<file path="src/frame_decode_pkg.sv">
// shared constants and types for the octal converter write/update decoder
package frame_decode_pkg;
	localparam int FRAME_W = 32;
	localparam int DATA_W = 16;
	localparam int NUM_CH = 8;
	localparam int CH_IDX_W = 3;
	localparam int TOP_BIT = 31;
	localparam int CMD_HI = 27;
	localparam int CMD_LO = 24;
	localparam int ADDR_HI = 23;
	localparam int ADDR_LO = 20;
	localparam int DATA_HI = 19;
	localparam int DATA_LO = 4;
	localparam logic [3:0] CMD_WRITE_UPDATE_ALL = 4'h2;
	localparam logic [3:0] CMD_WRITE_UPDATE_ONE = 4'h3;
	localparam logic [3:0] ADDR_BROADCAST = 4'hF;
	localparam logic [DATA_W-1:0] LATCH_RESET = 16'h0000;

	typedef logic [DATA_W-1:0] sample_t;

	typedef struct packed {
		logic [3:0] command_field;
		logic [3:0] channel_select;
		sample_t data;
	} write_cmd_t;

	typedef enum logic [1:0] {
		ACT_NONE,
		ACT_LOAD_ONE_UPDATE_ALL,
		ACT_LOAD_ONE_UPDATE_ONE,
		ACT_BROADCAST
	} action_t;
endpackage

</file>
<file path="src/frame_field_split.sv">
// splits a received frame into command, channel select and data fields
`timescale 1ns/1ps
module frame_field_split (
	input wire logic [frame_decode_pkg::FRAME_W-1:0] frame,
	output frame_decode_pkg::write_cmd_t fields,
	output logic frame_ok
);
	import frame_decode_pkg::*;

	// feature bits [3:0] and the don't-care bits [30:28] are dropped here
	always_comb begin
		fields.command_field = frame[CMD_HI:CMD_LO];
		fields.channel_select = frame[ADDR_HI:ADDR_LO];
		fields.data = frame[DATA_HI:DATA_LO];
		frame_ok = ~frame[TOP_BIT];
	end
endmodule // frame_field_split

</file>
<file path="src/octal_dac_write_update_decoder.sv">
// decoder of write-and-update frames driving eight input and output latches
// Notes on behaviour
// - update-all command to channel H loads H input, then copies all inputs to outputs.
// - update-one command loads chosen input and updates only that channel's output.
// - address with top bit set, not all ones, changes no latch.
// - all-ones address loads every input latch then updates every output.
// - update-all command to channels A to G behaves like channel H.
`timescale 1ns/1ps
module octal_dac_write_update_decoder (
	input wire logic mclk,
	input wire logic rst_n,
	input wire logic frame_valid,
	input wire logic [frame_decode_pkg::FRAME_W-1:0] frame,
	output frame_decode_pkg::sample_t input_latch [frame_decode_pkg::NUM_CH],
	output frame_decode_pkg::sample_t output_latch [frame_decode_pkg::NUM_CH],
	output logic software_load_all_trigger,
	output logic invalid_address
);
	import frame_decode_pkg::*;

	write_cmd_t fields;
	logic frame_ok;
	action_t act_d;
	sample_t input_latch_q [NUM_CH];
	sample_t output_latch_q [NUM_CH];
	logic load_all_q;
	logic invalid_q;

	frame_field_split u_split (
		.frame(frame),
		.fields(fields),
		.frame_ok(frame_ok)
	);

	function automatic logic is_write_cmd(input logic [3:0] cmd);
		return (cmd == CMD_WRITE_UPDATE_ALL) || (cmd == CMD_WRITE_UPDATE_ONE);
	endfunction

	always_comb begin
		act_d = ACT_NONE;
		if (frame_valid && frame_ok && is_write_cmd(fields.command_field)) begin
			if (fields.channel_select == ADDR_BROADCAST) begin
				act_d = ACT_BROADCAST;
			end else if (fields.channel_select[CH_IDX_W]) begin
				act_d = ACT_NONE;
			end else if (fields.command_field == CMD_WRITE_UPDATE_ALL) begin
				act_d = ACT_LOAD_ONE_UPDATE_ALL;
			end else begin
				act_d = ACT_LOAD_ONE_UPDATE_ONE;
			end
		end
	end

	// output copy uses the freshly written value so the update reflects this frame
	generate
		for (genvar ch = 0; ch < NUM_CH; ch++) begin : g_ch
			logic hit;
			sample_t in_next;
			assign hit = (fields.channel_select[CH_IDX_W-1:0] == CH_IDX_W'(ch));
			always_comb begin
				in_next = input_latch_q[ch];
				if (act_d == ACT_BROADCAST) begin
					in_next = fields.data;
				end else if ((act_d == ACT_LOAD_ONE_UPDATE_ALL ||
					act_d == ACT_LOAD_ONE_UPDATE_ONE) && hit) begin
					in_next = fields.data;
				end
			end
			always_ff @(posedge mclk or negedge rst_n) begin
				if (!rst_n) begin
					input_latch_q[ch] <= LATCH_RESET;
				end else begin
					input_latch_q[ch] <= in_next;
				end
			end
			always_ff @(posedge mclk or negedge rst_n) begin
				if (!rst_n) begin
					output_latch_q[ch] <= LATCH_RESET;
				end else if (act_d == ACT_BROADCAST || act_d == ACT_LOAD_ONE_UPDATE_ALL) begin
					output_latch_q[ch] <= in_next;
				end else if (act_d == ACT_LOAD_ONE_UPDATE_ONE && hit) begin
					output_latch_q[ch] <= in_next;
				end
			end
			assign input_latch[ch] = input_latch_q[ch];
			assign output_latch[ch] = output_latch_q[ch];
		end
	endgenerate

	always_ff @(posedge mclk or negedge rst_n) begin
		if (!rst_n) begin
			load_all_q <= 1'b0;
		end else begin
			load_all_q <= (act_d == ACT_BROADCAST) || (act_d == ACT_LOAD_ONE_UPDATE_ALL);
		end
	end

	always_ff @(posedge mclk or negedge rst_n) begin
		if (!rst_n) begin
			invalid_q <= 1'b0;
		end else begin
			invalid_q <= frame_valid && frame_ok && is_write_cmd(fields.command_field)
				&& fields.channel_select[CH_IDX_W]
				&& (fields.channel_select != ADDR_BROADCAST);
		end
	end

	assign software_load_all_trigger = load_all_q;
	assign invalid_address = invalid_q;
endmodule // octal_dac_write_update_decoder

</file>
<file path="config.mk">
export PLATFORM = sky130hd
export DESIGN_NAME = octal_dac_write_update_decoder
export DESIGN_NICKNAME = d
export VERILOG_FILES = /design/src/frame_decode_pkg.sv /design/src/frame_field_split.sv /design/src/octal_dac_write_update_decoder.sv
export SDC_FILE = /design/constraint.sdc
export NUM_CORES = 1
export LEC_CHECK = 0
export BUFFER_PORTS_ARGS = -buffer_cell sky130_fd_sc_hd__buf_2
export CORE_MARGIN = 3
export CORE_UTILIZATION = 49
export DETAILED_ROUTE_END_ITERATION = 8
export GPL_TIMING_DRIVEN = 1
export PLACE_DENSITY = 0.85
export SKIP_LAST_GASP = 1
export SYNTH_ARGS = -nofsm -noshare
export SYNTH_HDL_FRONTEND = slang
export SYNTH_SLANG_ARGS = --single-unit
</file>
<file path="constraint.sdc">
create_clock -name mclk -period 1.33 [get_ports mclk]
set_input_delay 0.0665 -clock mclk [delete_from_list [all_inputs] [get_ports mclk]]
set_output_delay 0.0665 -clock mclk [all_outputs]
set_load 0.03 [all_outputs]
</file>
==> results.txt, run 1 <==
----------------------------------------------------
[Floorplanning]
  Vert. Die Dim ... 150.3 um
  Area of the die ... 0.02260 mm2
  Core footprint ... 0.02036 mm2
  Initial cell density of the core ... 50.14%
  I/O pins ... 293
  Placement Rows ... 52
  DIE WIDTH ... 150.3 um

[GRT]
  Overall overflow remaining after global route ... 0
  Global-route wire length before repair ... 43110 um
  Vias in the first global route ... 7132
  Maximum number of pins on one net before global-route repair ... 56
  Number of antenna violations at the first check in global routing ... 0
  Total GRT Usage ... 24.98%

[Critical path]
  Startpoint type of the worst setup path ... input port
  CP Capture Type ... flop
  Required arrival time at the worst endpoint ... 1.72 ns
  Highest cell delay on the worst timing path ... 0.38 ns
  Worst R2R Start ... input_latch[117]
  Max stage delay cell, worst path ... sky130_fd_sc_hd__nor4b_4
  Start point of the critical path ... frame[24]
  Kind of critical path ... input port to flop
  Worst endpoint data arrival time ... 2.39 ns
  Cells traversed along the worst timing path ... buf_6 -> nor4b_4 -> nor2_4 -> or2_4 -> ha_4 -> nor2_4 -> buf_6 -> a21oi_4 -> buf_12 -> buf_12 -> mux2_4 -> mux2_1
  Max FO, Critical Path ... 5

[Place]
  Total placed cells including tap cells ... 1161
  Post-DP HPWL ... 18860 um
  RePlAce Congestion ... 0.7738
  Minimum setup slack after placement ... -1.373 ns
  Buffers added on ports ... 285

[Power and ir drop]
  Switching part of the total power ... 26.77%
  Clock network fraction of total power ... 40.8%
  Net switching power ... 5.285 mW
  Portion of total power attributed to combinational logic ... 15.4%
  Seq pwr share ... 43.8%
  Peak ir drop on the vdd network ... 1167 uV
  Power per Cell Area ... 1373 mW/mm2
  Cell Int Power ... 14.46 mW
  Leakage ... 8.113 nW

[Routing]
  Detailed-route via count ... 6528
  Wire length per cell ... 23.51 um
  Number of nets still failing antenna checks after routing ... 0
  Pre-Repair DR Iteration Count ... 4
  Count of unresolved DRC violations after routing ... 0
  Total Routed Length ... 29150 um
  Post-detailed-route via-to-cell ratio ... 5.265
  Initial DRC count ... 235

[Layout]
  Final antenna diode count ... 0
  Share of layout cells above drive strength 1 ... 70.00%
  Multi-input combinational cell area ... 0.004101 mm2
  Final std cells w/o fill ... 1240
  Area added between synthesis and finish ... 40.88%
  Storage cell area ... 0.006456 mm2
  Commonest cells after routing, fill and taps aside ... 280 x sky130_fd_sc_hd__buf_2, 258 x sky130_fd_sc_hd__dfrtp_1, 185 x sky130_fd_sc_hd__mux2_4
  Commonest non-fill, non-tap cell in the layout ... sky130_fd_sc_hd__buf_2
  Number of nets in the layout ... 988
  # fillers ... 1267

[Timing]
  Worst-margin pin slew ... 0.5157 ns
  Unrepaired setup endpoints after global routing ... true
  Post-layout minimum cycle time ... 2.003 ns
  Worst-case headroom to the max-slew limit ... 65.62%
  Post-route setup TNS ... -122.68 ns
  Final critical-path setup slack ... -0.6728 ns
  Peak clock frequency supported by timing ... 0.4993 GHz
  Share of the clock period used by the worst path ... 150.6%
  Final Hold Vio Count ... 0
  Count of final setup violators ... 256
  WHS ... 0.02185 ns
  Max Slew Vio Count ... 0
  Clock Skew ... 0.01250 ns

[Clocking]
  Root buf cell ... sky130_fd_sc_hd__clkbuf_16
  Count of clock tree sinks ... 258
  Clock latency of the later-clocked register in the worst-skew pair ... 0.52 ns
  H-tree levels ... 1
  TritonCTS clock tree ... built
  CTS max path bufs ... 3
  Cts bufs inserted ... 27
  Reg clk slew, reported paths ... 0.07 ns

[Yosys]
  Count of different cell masters after synthesis ... 28
  Average instance area after synthesis ... 17.66 um2
  Count of yosys warnings during synthesis ... 0
  Area fraction of the dominant cell type after synthesis ... 63.24%
  Share of the yosys chip area belonging to registers ... 63.24%
  Net Count, Synth ... 615
  Dominant cells by area after synthesis ... sky130_fd_sc_hd__dfrtp_1 63%, sky130_fd_sc_hd__mux2_2 19%, sky130_fd_sc_hd__mux2_4 7.6%
  FF+latch count, synth ... 258
  Number of instances in the synthesized netlist ... 578
  Yosys top cell by area ... sky130_fd_sc_hd__dfrtp_1
  Post-Synthesis Cell Area ... 0.01021 mm2

[Status]
  Failing checks ... negative setup slack
  Status ... finished, violations left

[Worst hold path]
  Critical hold path startpoint ... frame[9]
  Worst hold path type ... input port to flop

[Flow run]
  Max-cap violations ... 0

----------------------------------------------------
state kept, by name (all words and copies together) (netlist names):
signal                     flops
output_latch                 128
software_load_all_trigger      1
input_latch                  128
invalid_address                1
synthesized netlist by cell type:
master                       n
sky130_fd_sc_hd__dfrtp_1   258
sky130_fd_sc_hd__mux2_2    171
sky130_fd_sc_hd__mux2_4     52
sky130_fd_sc_hd__mux2_1     33
sky130_fd_sc_hd__buf_6      15
sky130_fd_sc_hd__o21ai_4     8
sky130_fd_sc_hd__a21oi_4     4
sky130_fd_sc_hd__nand2_1     4
sky130_fd_sc_hd__nand3_1     4
sky130_fd_sc_hd__buf_2       3
sky130_fd_sc_hd__nor2_4      3
sky130_fd_sc_hd__a21oi_2     2
sky130_fd_sc_hd__and2b_1     2
sky130_fd_sc_hd__buf_4       2
sky130_fd_sc_hd__ha_1        2
sky130_fd_sc_hd__inv_1       2
sky130_fd_sc_hd__nor4b_2     2
sky130_fd_sc_hd__a21oi_1     1
sky130_fd_sc_hd__a31oi_2     1
sky130_fd_sc_hd__a31oi_4     1
sky130_fd_sc_hd__and2b_2     1
sky130_fd_sc_hd__and3_1      1
sky130_fd_sc_hd__buf_12      1
sky130_fd_sc_hd__nand4_1     1
sky130_fd_sc_hd__nor2b_4     1
sky130_fd_sc_hd__nor3_1      1
sky130_fd_sc_hd__o211ai_2    1
sky130_fd_sc_hd__or2_2       1
through the flow:
step | cell area (um2) | utilization [%] | power, mW
after floorplan | 10610 | - | 10.48
after global placement | 12800 | 62.85 | 11.53
after detailed placement | 12800 | 62.85 | 11.61
after CTS | 14240 | 69.93 | 19.78
after global routing | 14380 | 70.63 | 20.39
final | 14380 | 70.63 | 19.75
metal layers:
layer | up-vias | share of wire, % | track usage [%]
li1 | 2817 | - | -
met1 | 3391 | 40 | 30.68
met2 | 264 | 51 | 44.05
met3 | 56 | 6.6 | 5.689
met4 | 0 | 3.0 | 7.502
met5 | - | 0 | 0
final timing paths:
path,to,slack (ns),depth (start not counted)
worst max-delay path,output_latch[117],-0.67,12
worst min-delay path,input_latch[5],0.02,2
worst max register to register,output_latch[117],0.20,2
worst min register to register,output_latch[57],0.49,1
max in group asynchronous,output_latch[125],0.64,3
min in group asynchronous,output_latch[33],0.07,2
cell type report:
type	instances	area share, %
Tap cell	270	2.349
Timing Repair Buffer	365	17.55
Clock buffer	36	5.280
Multi-Input combinational cell	297	28.51
Sequential cell	258	44.89
Clock inverter	12	1.374
Inverter	2	0.05219
what timing repair did:
action | in CTS | in global routing
pin swaps | 5 | 1
buffers inserted | 14 | 11
setup endpoints to repair | 256 | 256
resized for setup | 62 | 36
gates cloned | 2 | 1
hold endpoints to repair | 281 | 0
hold buffers | 9 | 0
power groups by stage:
stage	registers, mW	logic [mW]	clock network [mW]
2_1_floorplan	9.73	0.753	0
3_3_place_gp	8.74	2.79	0
3_5_place_dp	8.76	2.86	0
4_1_cts	8.63	2.98	8.17
5_1_grt	8.69	3.19	8.50
6_report	8.64	3.04	8.06
critical path: cells and delay by family:
kind | cells | cell delay [ns]
AO/OA/AOI/OAI | 1 | 0.14
AND/OR/NAND/NOR | 4 | 0.75
adder cells (fa/ha/maj) | 1 | 0.29
multiplexers | 2 | 0.64
buffers and inverters | 4 | 0.50
cell families (layout without fill, tap and decap cells):
kind of cell	after synthesis	after routing	synth area share, %
AOI/OAI and AO/OA	18	18	2.586
adders and majority gates	2	2	0.2451
buffers and inverters	23	415	2.218
DFF	258	258	63.24
muxes	256	256	30.15
and+or+nand+nor	21	21	1.569
Power figures use the tool's default switching activity.
==> inputs of run 2 (changes only) <==
--- a/config.mk
+++ b/config.mk
@@ -10,7 +10,7 @@
 export CORE_UTILIZATION = 49
 export DETAILED_ROUTE_END_ITERATION = 8
 export GPL_TIMING_DRIVEN = 1
-export PLACE_DENSITY = 0.85
+export PLACE_DENSITY = 0.76
 export SKIP_LAST_GASP = 1
 export SYNTH_ARGS = -nofsm -noshare
 export SYNTH_HDL_FRONTEND = slang
==> constraint.sdc (replaced) <==
create_clock -name mclk -period 2 [get_ports mclk]
set_input_delay 0.1 -clock mclk [delete_from_list [all_inputs] [get_ports mclk]]
set_output_delay 0.1 -clock mclk [all_outputs]
set_load 0.03 [all_outputs]
==> run 2 against run 1 <==
Net effect: the flow still finishes with violations (negative setup slack); critical endpoint is now output_latch[55]; sequential power decreased by 34%; utilization down 1.5 points; clock-buffer cell count increased by 1; clock power is 34% lower; highest routed layer unchanged.
==> results.txt, run 2 (same netlist as run 1, synthesis figures left out) <==
----------------------------------------------------
[Place]
  Total placed cells including tap cells ... 1154 (was 1161)
  Minimum setup slack after placement ... -0.8435 ns (was -1.373 ns)
  Buffers added on ports ... 285 (unchanged)
  RePlAce Congestion ... 0.7561 (was 0.7738)
  Post-DP HPWL ... 18560 um (was 18860 um)
  Cell area after placement ... 0.01271 mm2 (was 0.01280 mm2)

[Worst hold path]
  Critical hold path startpoint ... frame[9] (unchanged)
  Hold Path Cell Cnt ... 2 (unchanged)
  Worst hold path type ... input port to flop (unchanged)
  Endpoint of the worst hold-timing path ... input_latch[37] (was input_latch[5])

[GRT]
  Vias in the first global route ... 6711 (was 7132)
  Global-route wire length before repair ... 40640 um (was 43110 um)
  Number of antenna violations at the first check in global routing ... 0 (unchanged)
  Total GRT Usage ... 23.22% (was 24.98%)
  Maximum number of pins on one net before global-route repair ... 72 (was 56)
  Overall overflow remaining after global route ... 0 (unchanged)

[Floorplanning]
  Initial cell density of the core ... 50.14% (unchanged)
  DIE WIDTH ... 150.3 um (unchanged)
  I/O pins ... 293 (unchanged)
  Area of the die ... 0.02260 mm2 (unchanged)
  Placement Rows ... 52 (unchanged)
  Core footprint ... 0.02036 mm2 (unchanged)
  Vert. Die Dim ... 150.3 um (unchanged)

[Power and ir drop]
  Total power ... 12.97 mW (was 19.75 mW)
  Leakage ... 8.006 nW (was 8.113 nW)
  Peak ir drop on the vdd network ... 673.3 uV (was 1167 uV)
  Power per Cell Area ... 921.1 mW/mm2 (was 1373 mW/mm2)

[Clocking]
  Count of clock tree sinks ... 258 (unchanged)
  Root buf cell ... sky130_fd_sc_hd__clkbuf_16 (unchanged)
  H-tree levels ... 1 (unchanged)
  CTS max path bufs ... 3 (unchanged)
  Reg clk slew, reported paths ... 0.06 ns (was 0.07 ns)
  Cts bufs inserted ... 27 (unchanged)
  Clock latency of the later-clocked register in the worst-skew pair ... 0.53 ns (was 0.52 ns)
  TritonCTS clock tree ... built (unchanged)

[Status]
  Status ... finished, violations left (unchanged)
  Failing checks ... negative setup slack (unchanged)

[Layout]
  Final antenna diode count ... 0 (unchanged)
  Share of layout cells above drive strength 1 ... 68.42% (was 70.00%)
  Commonest cells after routing, fill and taps aside ... 282 x sky130_fd_sc_hd__buf_2, 258 x sky130_fd_sc_hd__dfrtp_1, 170 x sky130_fd_sc_hd__mux2_4 (was 280 x sky130_fd_sc_hd__buf_2, 258 x sky130_fd_sc_hd__dfrtp_1, 185 x sky130_fd_sc_hd__mux2_4)
  Post-route cell area ... 0.01408 mm2 (was 0.01438 mm2)
  Commonest non-fill, non-tap cell in the layout ... sky130_fd_sc_hd__buf_2 (unchanged)
  Number of nets in the layout ... 968 (was 988)
  Area added between synthesis and finish ... 37.93% (was 40.88%)
  Final std cells w/o fill ... 1220 (was 1240)
  Final standard cell utilization of the core ... 69.15% (was 70.63%)

[Routing]
  Wire length per cell ... 22.34 um (was 23.51 um)
  Post-detailed-route via-to-cell ratio ... 5.211 (was 5.265)
  Pre-Repair DR Iteration Count ... 4 (unchanged)
  Initial DRC count ... 213 (was 235)
  Count of unresolved DRC violations after routing ... 0 (unchanged)
  Detailed-route via count ... 6357 (was 6528)
  Total Routed Length ... 27260 um (was 29150 um)
  Number of nets still failing antenna checks after routing ... 0 (unchanged)

[Critical path]
  Max FO, Critical Path ... 16 (was 5)
  Startpoint type of the worst setup path ... input port (unchanged)
  Required arrival time at the worst endpoint ... 2.40 ns (was 1.72 ns)
  Worst-case register-to-register setup slack ... 0.91 ns (was 0.20 ns)
  FF-to-FF End ... output_latch[119] (was output_latch[117])
  Worst Reg-to-Reg Cells ... 2 (unchanged)
  Worst endpoint data arrival time ... 2.45 ns (was 2.39 ns)
  CP Capture Type ... flop (unchanged)
  Worst R2R Start ... input_latch[119] (was input_latch[117])
  Kind of critical path ... input port to flop (unchanged)

[Flow run]
  Max-cap violations ... 0 (unchanged)

[Timing]
  Final Hold Vio Count ... 0 (unchanged)
  Worst-margin pin slew ... 0.5806 ns (was 0.5157 ns)
  Post-route setup TNS ... -0.3941 ns (was -122.68 ns)
  Worst-case headroom to the max-slew limit ... 61.29% (was 65.62%)
  Share of the clock period used by the worst path ... 102.2%
  Unrepaired setup endpoints after global routing ... true (unchanged)
  Peak clock frequency supported by timing ... 0.4894 GHz
  WHS ... 0.01250 ns (was 0.02185 ns)
  Final critical-path setup slack ... -0.04315 ns (was -0.6728 ns)
  Post-layout minimum cycle time ... 2.043 ns
  Max Slew Vio Count ... 0 (unchanged)
  Count of final setup violators ... 37 (was 256)
  Clock Skew ... 0.01103 ns (was 0.01250 ns)

----------------------------------------------------
run 2: worst max-delay path by stage:
stage,start,endpoint,slack [ns],depth (start not counted)
finish,frame[27],output_latch[55],-0.04,10
global route,frame[27],output_latch[56],-0.11,10
CTS,frame[27],output_latch[55],-0.02,10
detailed placement,frame[27],output_latch[119],-0.84,9
global placement,frame[27],output_latch[120],-0.79,9
floorplan,frame[27],output_latch[10],-0.62,11
run 2: routing by layer:
layer | GRT usage, % | share of wire [%] | up-vias
li1 | - | - | 2768
met1 | 31.34 | 42 | 3284
met2 | 37.70 | 47 | 257
met3 | 6.171 | 8.0 | 48
met4 | 5.855 | 2.5 | 0
met5 | 0 | 0 | -
run 2: timing repair:
action                                 CTS  global route
endpoints found under the hold margin  111             0
buffers inserted                         7             3
setup endpoints to repair              118           127
hold buffers                             6             0
gates resized for setup                 12            38
pin swaps                                3             1
cloned                                   0             2
run 2: power by group:
| group | internal, mW | leakage, nW | switching [mW] | total, mW |
|---|---|---|---|---|
| Clock | 3.27 | 0.473 | 2.03 | 5.31 |
| Combinational | 0.695 | 3.98 | 1.23 | 1.92 |
| Sequential | 5.55 | 3.55 | 0.192 | 5.74 |
| Total | 9.52 | 8.01 | 3.45 | 13.0 |
run 2: cell type report:
| class | instances | area, um2 |
|---|---|---|
| Clock inverter | 11 | 161.4 |
| Inverter | 2 | 7.507 |
| Sequential cell | 258 | 6456 |
| Timing Repair Buffer | 345 | 2281 |
| Clock buffer | 37 | 793.3 |
| Tap cell | 270 | 337.8 |
| Fill cell | 1366 | 6282 |
| Multi-Input combinational cell | 297 | 4045 |
run 2: critical path, stage by stage:
cell and delay [ns]:
sky130_fd_sc_hd__buf_8 0.10, sky130_fd_sc_hd__nor4b_4 0.30, sky130_fd_sc_hd__o211ai_2 0.16, sky130_fd_sc_hd__or2_4 0.28, sky130_fd_sc_hd__ha_4 0.28, sky130_fd_sc_hd__and2b_4 0.23, sky130_fd_sc_hd__a21oi_4 0.16, sky130_fd_sc_hd__buf_12 0.19
sky130_fd_sc_hd__mux2_2 0.36, sky130_fd_sc_hd__mux2_1 0.29
